**src/include/freq_vin_on_defines.svh**
```systemverilog
// constants for the switching-frequency and turn-on threshold block
// assumes a word-wide command port driven by the serial-bus front end
`ifndef FREQ_VIN_ON_DEFINES_SVH
`define FREQ_VIN_ON_DEFINES_SVH
`define CMD_FLOOR        8'h2B
`define CMD_FREQ         8'h33
`define CMD_TURN_ON      8'h35
`define CMD_STORE_ALL    8'h15
`define CMD_RESTORE_ALL  8'h16
`define TURN_ON_EXP_RST  5'h1E
`define TURN_ON_MIN_QV   16'h000A
`define TURN_ON_MAX_QV   16'h0049
`define FREQ_MIN_KHZ     16'h0000
`define FREQ_MAX_KHZ     16'h0672
`define FREQ_MAN_MAX     32'sh000003FF
`endif

```
**src/include/freq_vin_on_pkg.sv**
```systemverilog
// types shared by the frequency and turn-on threshold block
// assumes nothing beyond the defines header
package freq_vin_on_pkg;
  typedef logic [15:0] lin_word_t;
  typedef enum logic [1:0] {ST_IDLE, ST_LOAD, ST_RUN} cfg_state_t;
endpackage : freq_vin_on_pkg

```
**src/hdl/freq_and_vin_on_config.sv**
```systemverilog
// configuration logic: switching frequency, turn-on threshold, floor check
// assumes a command front end delivering whole words on ref_clk
`timescale 1ns/10ps
`include "freq_vin_on_defines.svh"
module freq_and_vin_on_config
  import freq_vin_on_pkg::*;
(
  // clock and reset
  input  wire logic        ref_clk,
  input  wire logic        rst_n,
  // command port from the serial-bus front end
  input  wire logic        cmd_wr,
  input  wire logic        cmd_rd,
  input  wire logic [7:0]  cmd_code,
  input  wire logic [15:0] cmd_wdata,
  output logic      [15:0] cmd_rdata,
  output logic             cmd_invalid,
  output logic             host_alert,
  // nonvolatile image and limits
  input  wire logic [15:0] nvm_freq,
  input  wire logic [15:0] nvm_turn_on,
  input  wire logic [15:0] ceiling_min,
  input  wire logic [15:0] ceiling_max,
  // converter status
  input  wire logic        conv_enable,
  input  wire logic        input_above_on,
  input  wire logic        low_input_raw,
  // hardware settings
  output logic      [10:0] freq_eff_khz,
  output logic      [15:0] turn_on_qv,
  output logic             low_input_fault
);
  // decode a linear word into an integer, fraction dropped (rounds down)
  // linear decode
  function automatic logic [31:0] lin_decode(input lin_word_t w);
    logic signed [4:0]  e;
    logic signed [31:0] m;
    begin
      e = $signed(w[15:11]);
      m = {{21{w[10]}}, w[10:0]};
      if (e < 0)
        lin_decode = 32'(m >>> (-e));
      else
        lin_decode = 32'(m <<< e);
    end
  endfunction : lin_decode

  // band table for the effective frequency
  function automatic logic [10:0] freq_map(input logic [31:0] f);
    begin
      if ($signed(f) < 250)       freq_map = 11'd225;
      else if (f < 300)           freq_map = 11'd275;
      else if (f < 350)           freq_map = 11'd325;
      else if (f < 410)           freq_map = 11'd375;
      else if (f < 500)           freq_map = 11'd450;
      else if (f < 600)           freq_map = 11'd550;
      else if (f < 700)           freq_map = 11'd650;
      else if (f < 820)           freq_map = 11'd750;
      else if (f < 1000)          freq_map = 11'd900;
      else if (f < 1200)          freq_map = 11'd1100;
      else if (f < 1400)          freq_map = 11'd1300;
      else                        freq_map = 11'd1500;
    end
  endfunction : freq_map

  // threshold in quarter volts, rounded down to a step and clamped
  function automatic logic [15:0] quarter_volts(input lin_word_t w);
    logic signed [4:0]  e;
    logic signed [31:0] m;
    logic signed [31:0] q;
    begin
      e = $signed(w[15:11]);
      m = {{21{w[10]}}, w[10:0]};
      q = (e < -2) ? (m >>> (-2 - e)) : (m <<< (e + 2));
      if (q < $signed({16'h0, `TURN_ON_MIN_QV}))      quarter_volts = `TURN_ON_MIN_QV;
      else if (q > $signed({16'h0, `TURN_ON_MAX_QV})) quarter_volts = `TURN_ON_MAX_QV;
      else                                            quarter_volts = q[15:0];
    end
  endfunction : quarter_volts

  // synchronise external status levels
  logic [1:0] en_s_q, above_s_q, low_s_q;
  always_ff @(posedge ref_clk)
  begin
    if (!rst_n)
    begin
      en_s_q    <= 2'h0;
      above_s_q <= 2'h0;
      low_s_q   <= 2'h0;
    end
    else
    begin
      en_s_q    <= {en_s_q[0], conv_enable};
      above_s_q <= {above_s_q[0], input_above_on};
      low_s_q   <= {low_s_q[0], low_input_raw};
    end
  end

  // register state
  cfg_state_t  st_q, st_d;
  lin_word_t   freq_reg_q, freq_reg_d;
  lin_word_t   on_reg_q, on_reg_d;
  lin_word_t   floor_q, floor_d;
  lin_word_t   stored_freq_q, stored_freq_d;
  lin_word_t   stored_on_q, stored_on_d;
  logic [10:0] feff_q, feff_d;
  logic [15:0] qv_q, qv_d;
  logic [15:0] rdata_q, rdata_d;
  logic        inval_q, inval_d, alert_q, alert_d;
  logic        mask_q, mask_d, fault_q, fault_d;
  logic [31:0] wr_val, nvm_val;

  // next-state logic; restore reloads hardware even while enabled
  always_comb
  begin
    st_d          = st_q;
    freq_reg_d    = freq_reg_q;
    on_reg_d      = on_reg_q;
    floor_d       = floor_q;
    stored_freq_d = stored_freq_q;
    stored_on_d   = stored_on_q;
    feff_d        = feff_q;
    qv_d          = qv_q;
    rdata_d       = rdata_q;
    inval_d       = 1'b0;
    alert_d       = alert_q;
    mask_d        = mask_q;
    wr_val        = lin_decode(cmd_wdata);
    nvm_val       = lin_decode(nvm_freq);
    case (st_q)
      ST_IDLE: st_d = ST_LOAD;
      ST_LOAD:
      begin
        // exponent rebuilt; mantissa stops at 1023, so larger values use exponent 1
        freq_reg_d    = ($signed(nvm_val) > `FREQ_MAN_MAX) ? {5'h01, nvm_val[11:1]} : {5'h00, nvm_val[10:0]};
        stored_freq_d = nvm_freq;
        on_reg_d      = {`TURN_ON_EXP_RST, nvm_turn_on[10:0]};
        stored_on_d   = {`TURN_ON_EXP_RST, nvm_turn_on[10:0]};
        feff_d        = freq_map(nvm_val);
        qv_d          = quarter_volts({`TURN_ON_EXP_RST, nvm_turn_on[10:0]});
        st_d          = ST_RUN;
      end
      ST_RUN:
      begin
        if (cmd_wr)
        begin
          case (cmd_code)
            `CMD_FLOOR:
            begin
              if (cmd_wdata < ceiling_min || cmd_wdata > ceiling_max)
                inval_d = 1'b1;
              else
                floor_d = cmd_wdata;
            end
            `CMD_FREQ:
            begin
              freq_reg_d = cmd_wdata;
              if (!en_s_q[1])
                feff_d = freq_map(wr_val);
            end
            `CMD_TURN_ON:
            begin
              if ($signed(wr_val) < 0 || wr_val > 32'({16'h0, `TURN_ON_MAX_QV} >> 2))
                inval_d = 1'b1;
              else
              begin
                on_reg_d = cmd_wdata;
                qv_d     = quarter_volts(cmd_wdata);
              end
            end
            `CMD_STORE_ALL:
            begin
              stored_freq_d = freq_reg_q;
              stored_on_d   = on_reg_q;
            end
            `CMD_RESTORE_ALL:
            begin
              freq_reg_d = stored_freq_q;
              on_reg_d   = stored_on_q;
              feff_d     = freq_map(lin_decode(stored_freq_q));
              qv_d       = quarter_volts(stored_on_q);
            end
            default: inval_d = 1'b0;
          endcase
        end
        if (cmd_rd)
        begin
          case (cmd_code)
            `CMD_FLOOR:   rdata_d = floor_q;
            `CMD_FREQ:    rdata_d = freq_reg_q;
            `CMD_TURN_ON: rdata_d = on_reg_q;
            default:      rdata_d = 16'h0000;
          endcase
        end
        // alert holds until the next valid write; set wins
        if (inval_d)
          alert_d = 1'b1;
        else if (cmd_wr)
          alert_d = 1'b0;
      end
      default: st_d = ST_IDLE;
    endcase
    // release mask once input exceeds threshold
    if (above_s_q[1])
      mask_d = 1'b0;
    fault_d = low_s_q[1] & ~mask_q;
  end

  // registers
  always_ff @(posedge ref_clk)
  begin
    if (!rst_n)
    begin
      st_q          <= ST_IDLE;
      freq_reg_q    <= 16'h0000;
      on_reg_q      <= {`TURN_ON_EXP_RST, 11'h000};
      floor_q       <= 16'h0000;
      stored_freq_q <= 16'h0000;
      stored_on_q   <= 16'h0000;
      feff_q        <= 11'h0E1;
      qv_q          <= `TURN_ON_MIN_QV;
      rdata_q       <= 16'h0000;
      inval_q       <= 1'b0;
      alert_q       <= 1'b0;
      mask_q        <= 1'b1;
      fault_q       <= 1'b0;
    end
    else
    begin
      st_q          <= st_d;
      freq_reg_q    <= freq_reg_d;
      on_reg_q      <= on_reg_d;
      floor_q       <= floor_d;
      stored_freq_q <= stored_freq_d;
      stored_on_q   <= stored_on_d;
      feff_q        <= feff_d;
      qv_q          <= qv_d;
      rdata_q       <= rdata_d;
      inval_q       <= inval_d;
      alert_q       <= alert_d;
      mask_q        <= mask_d;
      fault_q       <= fault_d;
    end
  end

  // outputs straight from flops
  assign cmd_rdata       = rdata_q;
  assign cmd_invalid     = inval_q;
  assign host_alert      = alert_q;
  assign freq_eff_khz    = feff_q;
  assign turn_on_qv      = qv_q;
  assign low_input_fault = fault_q;

  property p_alert;
    @(posedge ref_clk) disable iff (!rst_n) inval_q |-> alert_q;
  endproperty
  a_alert: assert property (p_alert) else $error("alert missing on invalid data");
  property p_freq_hold;
    @(posedge ref_clk) disable iff (!rst_n)
      (st_q == ST_RUN && cmd_wr && cmd_code == `CMD_FREQ && en_s_q[1]) |=> $stable(feff_q);
  endproperty
  a_freq_hold: assert property (p_freq_hold) else $error("frequency changed while enabled");

  property p_qv_range;
    @(posedge ref_clk) disable iff (!rst_n)
      qv_q >= `TURN_ON_MIN_QV && qv_q <= `TURN_ON_MAX_QV;
  endproperty
  a_qv_range: assert property (p_qv_range) else $error("threshold out of range");

  property p_mask_once;
    @(posedge ref_clk) disable iff (!rst_n) !mask_q |=> !mask_q;
  endproperty
  a_mask_once: assert property (p_mask_once) else $error("mask re-armed");
  property p_masked;
    @(posedge ref_clk) disable iff (!rst_n) $past(mask_q) |-> !fault_q;
  endproperty
  a_masked: assert property (p_masked) else $error("fault while masked");

  // effective frequency lies within the table range, 225 to 1500
  property p_feff_min;
    @(posedge ref_clk) disable iff (!rst_n) feff_q >= 11'd225 && feff_q <= 11'd1500;
  endproperty
  a_feff_min: assert property (p_feff_min) else $error("frequency outside table");

  property p_on_readback;
    @(posedge ref_clk) disable iff (!rst_n)
      (st_q == ST_RUN && cmd_wr && cmd_code == `CMD_TURN_ON && !inval_d) |=> on_reg_q == $past(cmd_wdata);
  endproperty
  a_on_readback: assert property (p_on_readback) else $error("threshold not stored");

  property p_freq_store;
    @(posedge ref_clk) disable iff (!rst_n)
      (st_q == ST_RUN && cmd_wr && cmd_code == `CMD_FREQ) |=> freq_reg_q == $past(cmd_wdata);
  endproperty
  a_freq_store: assert property (p_freq_store) else $error("frequency word lost");
endmodule : freq_and_vin_on_config

```
**config.mk**
```make
export PLATFORM = sky130hd
export DESIGN_NAME = freq_and_vin_on_config
export DESIGN_NICKNAME = d
export VERILOG_FILES = /design/src/include/freq_vin_on_pkg.sv /design/src/hdl/freq_and_vin_on_config.sv
export VERILOG_INCLUDE_DIRS = /design/src /design/src/include
export SDC_FILE = /design/constraint.sdc
export NUM_CORES = 1
export LEC_CHECK = 0
export ABC_AREA = 1
export BUFFER_PORTS_ARGS = -buffer_cell sky130_fd_sc_hd__buf_2
export CORE_MARGIN = 1.5
export CORE_UTILIZATION = 50
export CTS_CLUSTER_SIZE = 28
export DETAILED_ROUTE_END_ITERATION = 8
export GPL_TIMING_DRIVEN = 0
export PLACE_DENSITY_LB_ADDON = 0.1
export SYNTH_ARGS = -nofsm -noshare
export SYNTH_HDL_FRONTEND = slang
export SYNTH_SLANG_ARGS = --single-unit
```
**constraint.sdc**
```tcl
create_clock -name ref_clk -period 3.55 [get_ports ref_clk]
set_input_delay 0.1775 -clock ref_clk [delete_from_list [all_inputs] [get_ports ref_clk]]
set_output_delay 0.1775 -clock ref_clk [all_outputs]
set_load 0.03 [all_outputs]
```
# == Word-level counts from Yosys, hierarchy flattened ==
# Index checks and enable logic that the tools add are counted.
# word_totals
regBits,135
latchBits,0
mem_bits_rw,0
romBits,0
in_bits,95
out_inout_bits,46
wordCells,189
n_memories,0
# op_classes
addsub,7
multipliers,0
n_div,0
n_lt_le_gt_ge,49
eq_ne,13
n_shift,10
mux,78
n_bitwise,3
n_reduce_logical,13
# op_table
op,count
$lt 32x9->1 const B,15
$lt 32x10->1 const B,12
$mux 11,29
$mux 32,8
$pmux 16 s2,8
$mux 16,15
$lt 32x11->1 const B,6
$sshl 11x5->32,3
$sshr 11x5->32,3
$gt 32x8->1 const B,2
$lt 32x5->1 const B,2
$sshl 11x32->32,2
$sshr 11x32->32,2
$pmux 16 s3,1
$pmux 11 s2,2
$gt 32x11->1 const B,1
$gt 32x5->1 const B,1
$lt 32x1->1 const B,1
$mux 9,3
$eq 8x6->1 const B,3
$mux 8,3
$eq 8x5->1 const B,2
$gt 16x16->1,1
$lt 16x16->1,1
25 further kinds,47

# == Depth between registers and ports, before layout ==
# logic_depth
word_depth,21
mapped_depth,28
mapped_depth_nobuf,28

# == Worst setup path after synthesis ==
# No wires, ideal clock.
# synth_timing
kind,reg2reg
from,register stored_on_q[11]
to,"register qv_q[3], in the netlist turn_on_qv[3]"
setup_time_ns,0.112
arrival_time_ns,2.934
required_ns,3.438
slack_ns,0.503
stages_incl_launch_ff,21
n_path_buf,4
synth_period_minus_slack_ns,3.047
path_cell_list,dfxtp_1 > inv_2 > buf_2 > buf_1 > ha_1 > clkbuf_1 > inv_1 > buf_1 > nand3_1 > nand3_1 > nand3_1 > a21boi_0 > inv_1 > a21oi_1 > nand4_1 > nand3_2 > nand3_1 > nand3_1 > nand2_1 > nand2_1 > nand2_1
# synth_between
elab_chain_cells,9
elab_cells_between_ends,13
classes_between,add/sub: 2; order compare: 3; shift: 2; mux: 6
# synth_lines
item,line_no,rtl
"start, declared",freq_and_vin_on_config.sv:105,"lin_word_t stored_on_q, stored_on_d;"
"start signal, assigned",freq_and_vin_on_config.sv:235,stored_on_q <= stored_on_d;
$add 5x3->6 or $sub 2x5->6 (tied branches),freq_and_vin_on_config.sv:74,q = (e < -2) ? (m >>> (-2 - e)) : (m <<< (e + 2));
$sshl 11x32->32 or $sshr 11x32->32 (tied branches),freq_and_vin_on_config.sv:74,
$mux 32 (*),freq_and_vin_on_config.sv:74,
$gt 32x8->1,freq_and_vin_on_config.sv:76,"else if (q > $signed({16'h0, `TURN_ON_MAX_QV})) quarter_volts = `TURN_ON_MAX_QV;"
$mux 16,freq_and_vin_on_config.sv:76,
$mux 16 (*),freq_and_vin_on_config.sv:75,"if (q < $signed({16'h0, `TURN_ON_MIN_QV})) quarter_volts = `TURN_ON_MIN_QV;"
$pmux 16 s2 (*),freq_and_vin_on_config.sv:147,case (cmd_code)
$mux 16 (*),freq_and_vin_on_config.sv:145,if (cmd_wr)
$pmux 16 s2 (*),freq_and_vin_on_config.sv:130,case (st_q)
"end signal, assigned",freq_and_vin_on_config.sv:221,qv_q <= `TURN_ON_MIN_QV;
"end signal, assigned",freq_and_vin_on_config.sv:237,qv_q <= qv_d;
"end, declared",freq_and_vin_on_config.sv:107,"logic [15:0] qv_q, qv_d;"
# Mark *: on every way between the ends. The rest lies on a longest branch, timed or not. The select of a mux whose other input is x is not followed.
# A chain may end at the register's enable or synchronous reset.

# == Worst setup path after layout ==
# layout_timing
from,input port cmd_wdata[11]
to,"register qv_q[2], in the netlist turn_on_qv[2]"
# layout_between
elab_chain_cells,10
elab_cells_between_ends,24
classes_between,add/sub: 3; order compare: 6; eq/ne: 1; shift: 4; mux: 8; reduce/logical: 2
# layout_lines
item,line_no,rtl
"start, declared",freq_and_vin_on_config.sv:15,"input wire logic [15:0] cmd_wdata,"
$add 5x3->6 or $sub 2x5->6 (tied branches),freq_and_vin_on_config.sv:74,
$sshl 11x32->32 or $sshr 11x32->32 (tied branches),freq_and_vin_on_config.sv:74,
$mux 32,freq_and_vin_on_config.sv:74,
$gt 32x8->1,freq_and_vin_on_config.sv:76,
$mux 16,freq_and_vin_on_config.sv:76,
$mux 16,freq_and_vin_on_config.sv:75,
$mux 16,freq_and_vin_on_config.sv:163,"if ($signed(wr_val) < 0 || wr_val > 32'({16'h0, `TURN_ON_MAX_QV} >> 2))"
$pmux 16 s2,freq_and_vin_on_config.sv:147,
$mux 16,freq_and_vin_on_config.sv:145,
$pmux 16 s2,freq_and_vin_on_config.sv:130,
# Parallel ways exist; a longest one is shown, timed or not. The select of a mux whose other input is x is not followed.

==> results by group <==
Clock tree
  • Clk sinks: ~140
  • Clock slew at reported path FFs: roughly 70 ps
  • Worst-case clock buffer depth: 2
  • CTS Buf Count: 17
  • CTS tree: done
  • Clk root buf: clkbuf_16
  • Clock Latency Late Sink: approximately 460 ps
  • H-tree levels: 4

Drt
  • Vias per cell: slightly above 6
  • Drt total wl: approximately 67,000 µm
  • Via count: 21,000
  • DR pass1 iterations: 9
  • Initial drt markers: between 2,000 and 3,000
  • Drt drc: 0
  • Routed len/inst: ~19 µm
  • Antenna-violating nets left: 0

Pwr
  • LEAKAGE: between 8 and 9 nW
  • VDD IR-drop max: ~0.38 mV
  • Power density over the cells: 468 nW/µm²

STA
  • Hold Violations, Final: 0
  • Tmin final: about 3300 ps
  • Fmax: 0.299 GHz
  • Pins over their slew limit: 0
  • Worst Max-Slew Pin Slew: just under 900 ps
  • Period Utilization, post-route: 94.2%
  • Setup violators final: 0
  • Max_slew headroom: 40.7%
  • Fin Setup TNS: 0 ps
  • Clock skew: between 20 and 25 ps

Yosys
  • Top cells by area, synth: nand2_1, dfxtp_1, nand3_1
  • Cell taking the most area after synthesis: nand2_1
  • Netlist cell types: 58
  • Synthesized instance count: 2,909
  • FF+latch count, synth: 135
  • Count leader, synth: nand2_1
  • Asr flop ratio synth: 0%
  • YS warnings: 0
  • Mean Syn Cell Area: 5.42 µm²
  • Most used DFF post-synth: dfxtp_1
  • Area share of the largest cell type after synthesis: around a quarter
  • Synth top cells by count: nand2_1, nand3_1, inv_1
  • Post-synth EDFFs: 0
  • Area of the mapped netlist: approximately 16,000 µm²
  • Net Count, Synth: about 3,100
  • Seq/Total Area, Yosys: around 17%

Finish
  • Final net count: 3,202
  • Layout cells sized above 1: between 10% and 20%
  • Design Area, Final: 17,700 µm²
  • Area Growth Syn to Fin: 12.4%

Global routing
  • GRT overflow: 0
  • First-pass GRT wire length: ~100,000 µm
  • Initial antenna violation count: 3
  • Vias in the first global route: 19,000
  • Tot GR Track Use: 39.8%
  • Largest net degree at the start of global routing: 20

Setup path
  • Critical path capture point type: register
  • Critical Path AT: ~3700 ps
  • Critical path peak fanout: 19
  • Worst reg2reg path startpoint: stored_freq_q[12]
  • Setup crit start: cmd_wdata[11]
  • Critical path class: input port to register
  • CP Data Required Time: 3880 ps
  • CP startpoint kind: input port

Placed design
  • Placed wire-length estimate: about 54,000 µm
  • Final RePlAce weighted congestion: 1.10
  • I/O Buffers: 131
  • Placed inst area: around 17,000 µm²

Die
  • Initial Util: 51.2%
  • Row cnt: 64
  • Die Ht: 181 µm
  • Core area: between 30,000 and 40,000 µm²
  • Chip Width: roughly 180 µm
  • Ports: between 100 and 150
  • Die area: ~33,000 µm²

Job
  • Max Cap Viol: 0

Hold path
  • HP Start: nvm_freq[2]
  • Worst Hold Class: input port to register

Status
  • Status: finished clean
[repair_timing]
action | in CTS | in global routing
hold buffers | 3 | 0
endpoints found under the setup margin | 19 | 28
gates resized for setup | 8 | 46
pin swaps | 0 | 4
hold endpoints to repair | 3 | 0
buffers inserted | 0 | 3
[cell type report]
cell class                 count  area, µm²
sequential                   135       2710
timing repair buffer         137        711
buffer                       125        621
tap                          396        495
multi-input combinational   2353      11500
antenna                        3       7.51
clock inverter                15        201
fill                        3280      13100
inverter                     292       1110
clock buffer                  17        425
[placed cells by master, fill, tap and decap left out, types with 28 or more instances in the layout]
| master | instances |
|---|---|
| ha_1 | 43 |
| o211ai_1 | 28 |
| nor2_1 | 214 |
| dfxtp_1 | 132 |
| inv_1 | 245 |
| inv_2 | 36 |
| clkbuf_1 | 61 |
| o21ai_1 | 64 |
| nand2_1 | 1019 |
| nand3_1 | 348 |
| a31oi_1 | 36 |
| buf_2 | 159 |
| a21oi_1 | 155 |
| o21ai_0 | 191 |
[logic make-up (layout without fill, tap and decap cells)]
family                   after synthesis  after routing  share of synthesized area (%)
other                                  0              3                              0
adder cells (fa/ha/maj)               46             46                           3.65
multiplexers                           2              2                          0.127
flip-flops                           135            135                           17.1
XOR/XNOR                               7              7                          0.650
AND/OR/NAND/NOR                     1726           1726                           47.0
AO/OA/AOI/OAI                        572            572                           20.6
buffers and inverters                421            586                           10.8
[critical path: stages]
cell,delay [ps]
buf_2,250
inv_2,220
ha_2,360
buf_2,190
inv_1,90
buf_2,170
nand2_1,80
nand2_1,80
a22o_1,240
nand2_1,70
nand3_1,170
nor2_2,150
inv_1,70
o211ai_1,160
nand4_1,240
nand3_2,180
nand2_2,100
nand2_4,130
inv_4,80
buf_6,160
nor2_1,180
a21oi_1,90
[metrics by stage]
step	utilization [%]	hold slack, ps	total power (W)	setup slack (ps)	std cells
floorplan	-	275	0.00493	503	2909
global placement	54.9	386	0.00612	-527	3436
detailed placement	54.9	385	0.00618	-571	3436
CTS	57.1	48.3	0.00803	38.3	3469
global route	57.5	51.8	0.00881	-8.50	3471
finish	57.5	42.7	0.00830	206	3473
[registers in the layout, indices dropped and copies added, names as in the netlist]
signal / flops
above_s_q: 2
cmd_invalid: 1
cmd_rdata: 16
en_s_q: 2
floor_q: 16
freq_eff_khz: 11
freq_reg_q: 16
host_alert: 1
low_input_fault: 1
low_s_q: 2
mask_q: 1
on_reg_q: 16
st_q: 2
stored_freq_q: 16
stored_on_q: 16
turn_on_qv: 16
[report_power, final]
group	internal, W	switching [W]
logic	0.00132	0.00321
registers	0.00170	0.000210
clock network	0.000963	0.000899
total	0.00398	0.00432
[metal layers]
metal / track usage [%] / up-vias / routed length, µm
li1: - / 9956 / -
met1: 53.9 / 9545 / 27600
met2: 62.2 / 1290 / 28600
met3: 7.86 / 202 / 7640
met4: 15.1 / 0 / 2720
met5: 0 / - / 0
[final timing paths]
| check | end | slack, ps | depth (start not counted) |
|---|---|---|---|
| worst max-delay path | turn_on_qv[2] | 210 | 22 |
| worst min-delay path | stored_freq_q[2] | 40 | 3 |
| worst max register to register | freq_eff_khz[8] | 230 | 19 |
| worst min register to register | en_s_q[1] | 430 | 2 |
Note: power is estimated with default switching activity, not from simulation.
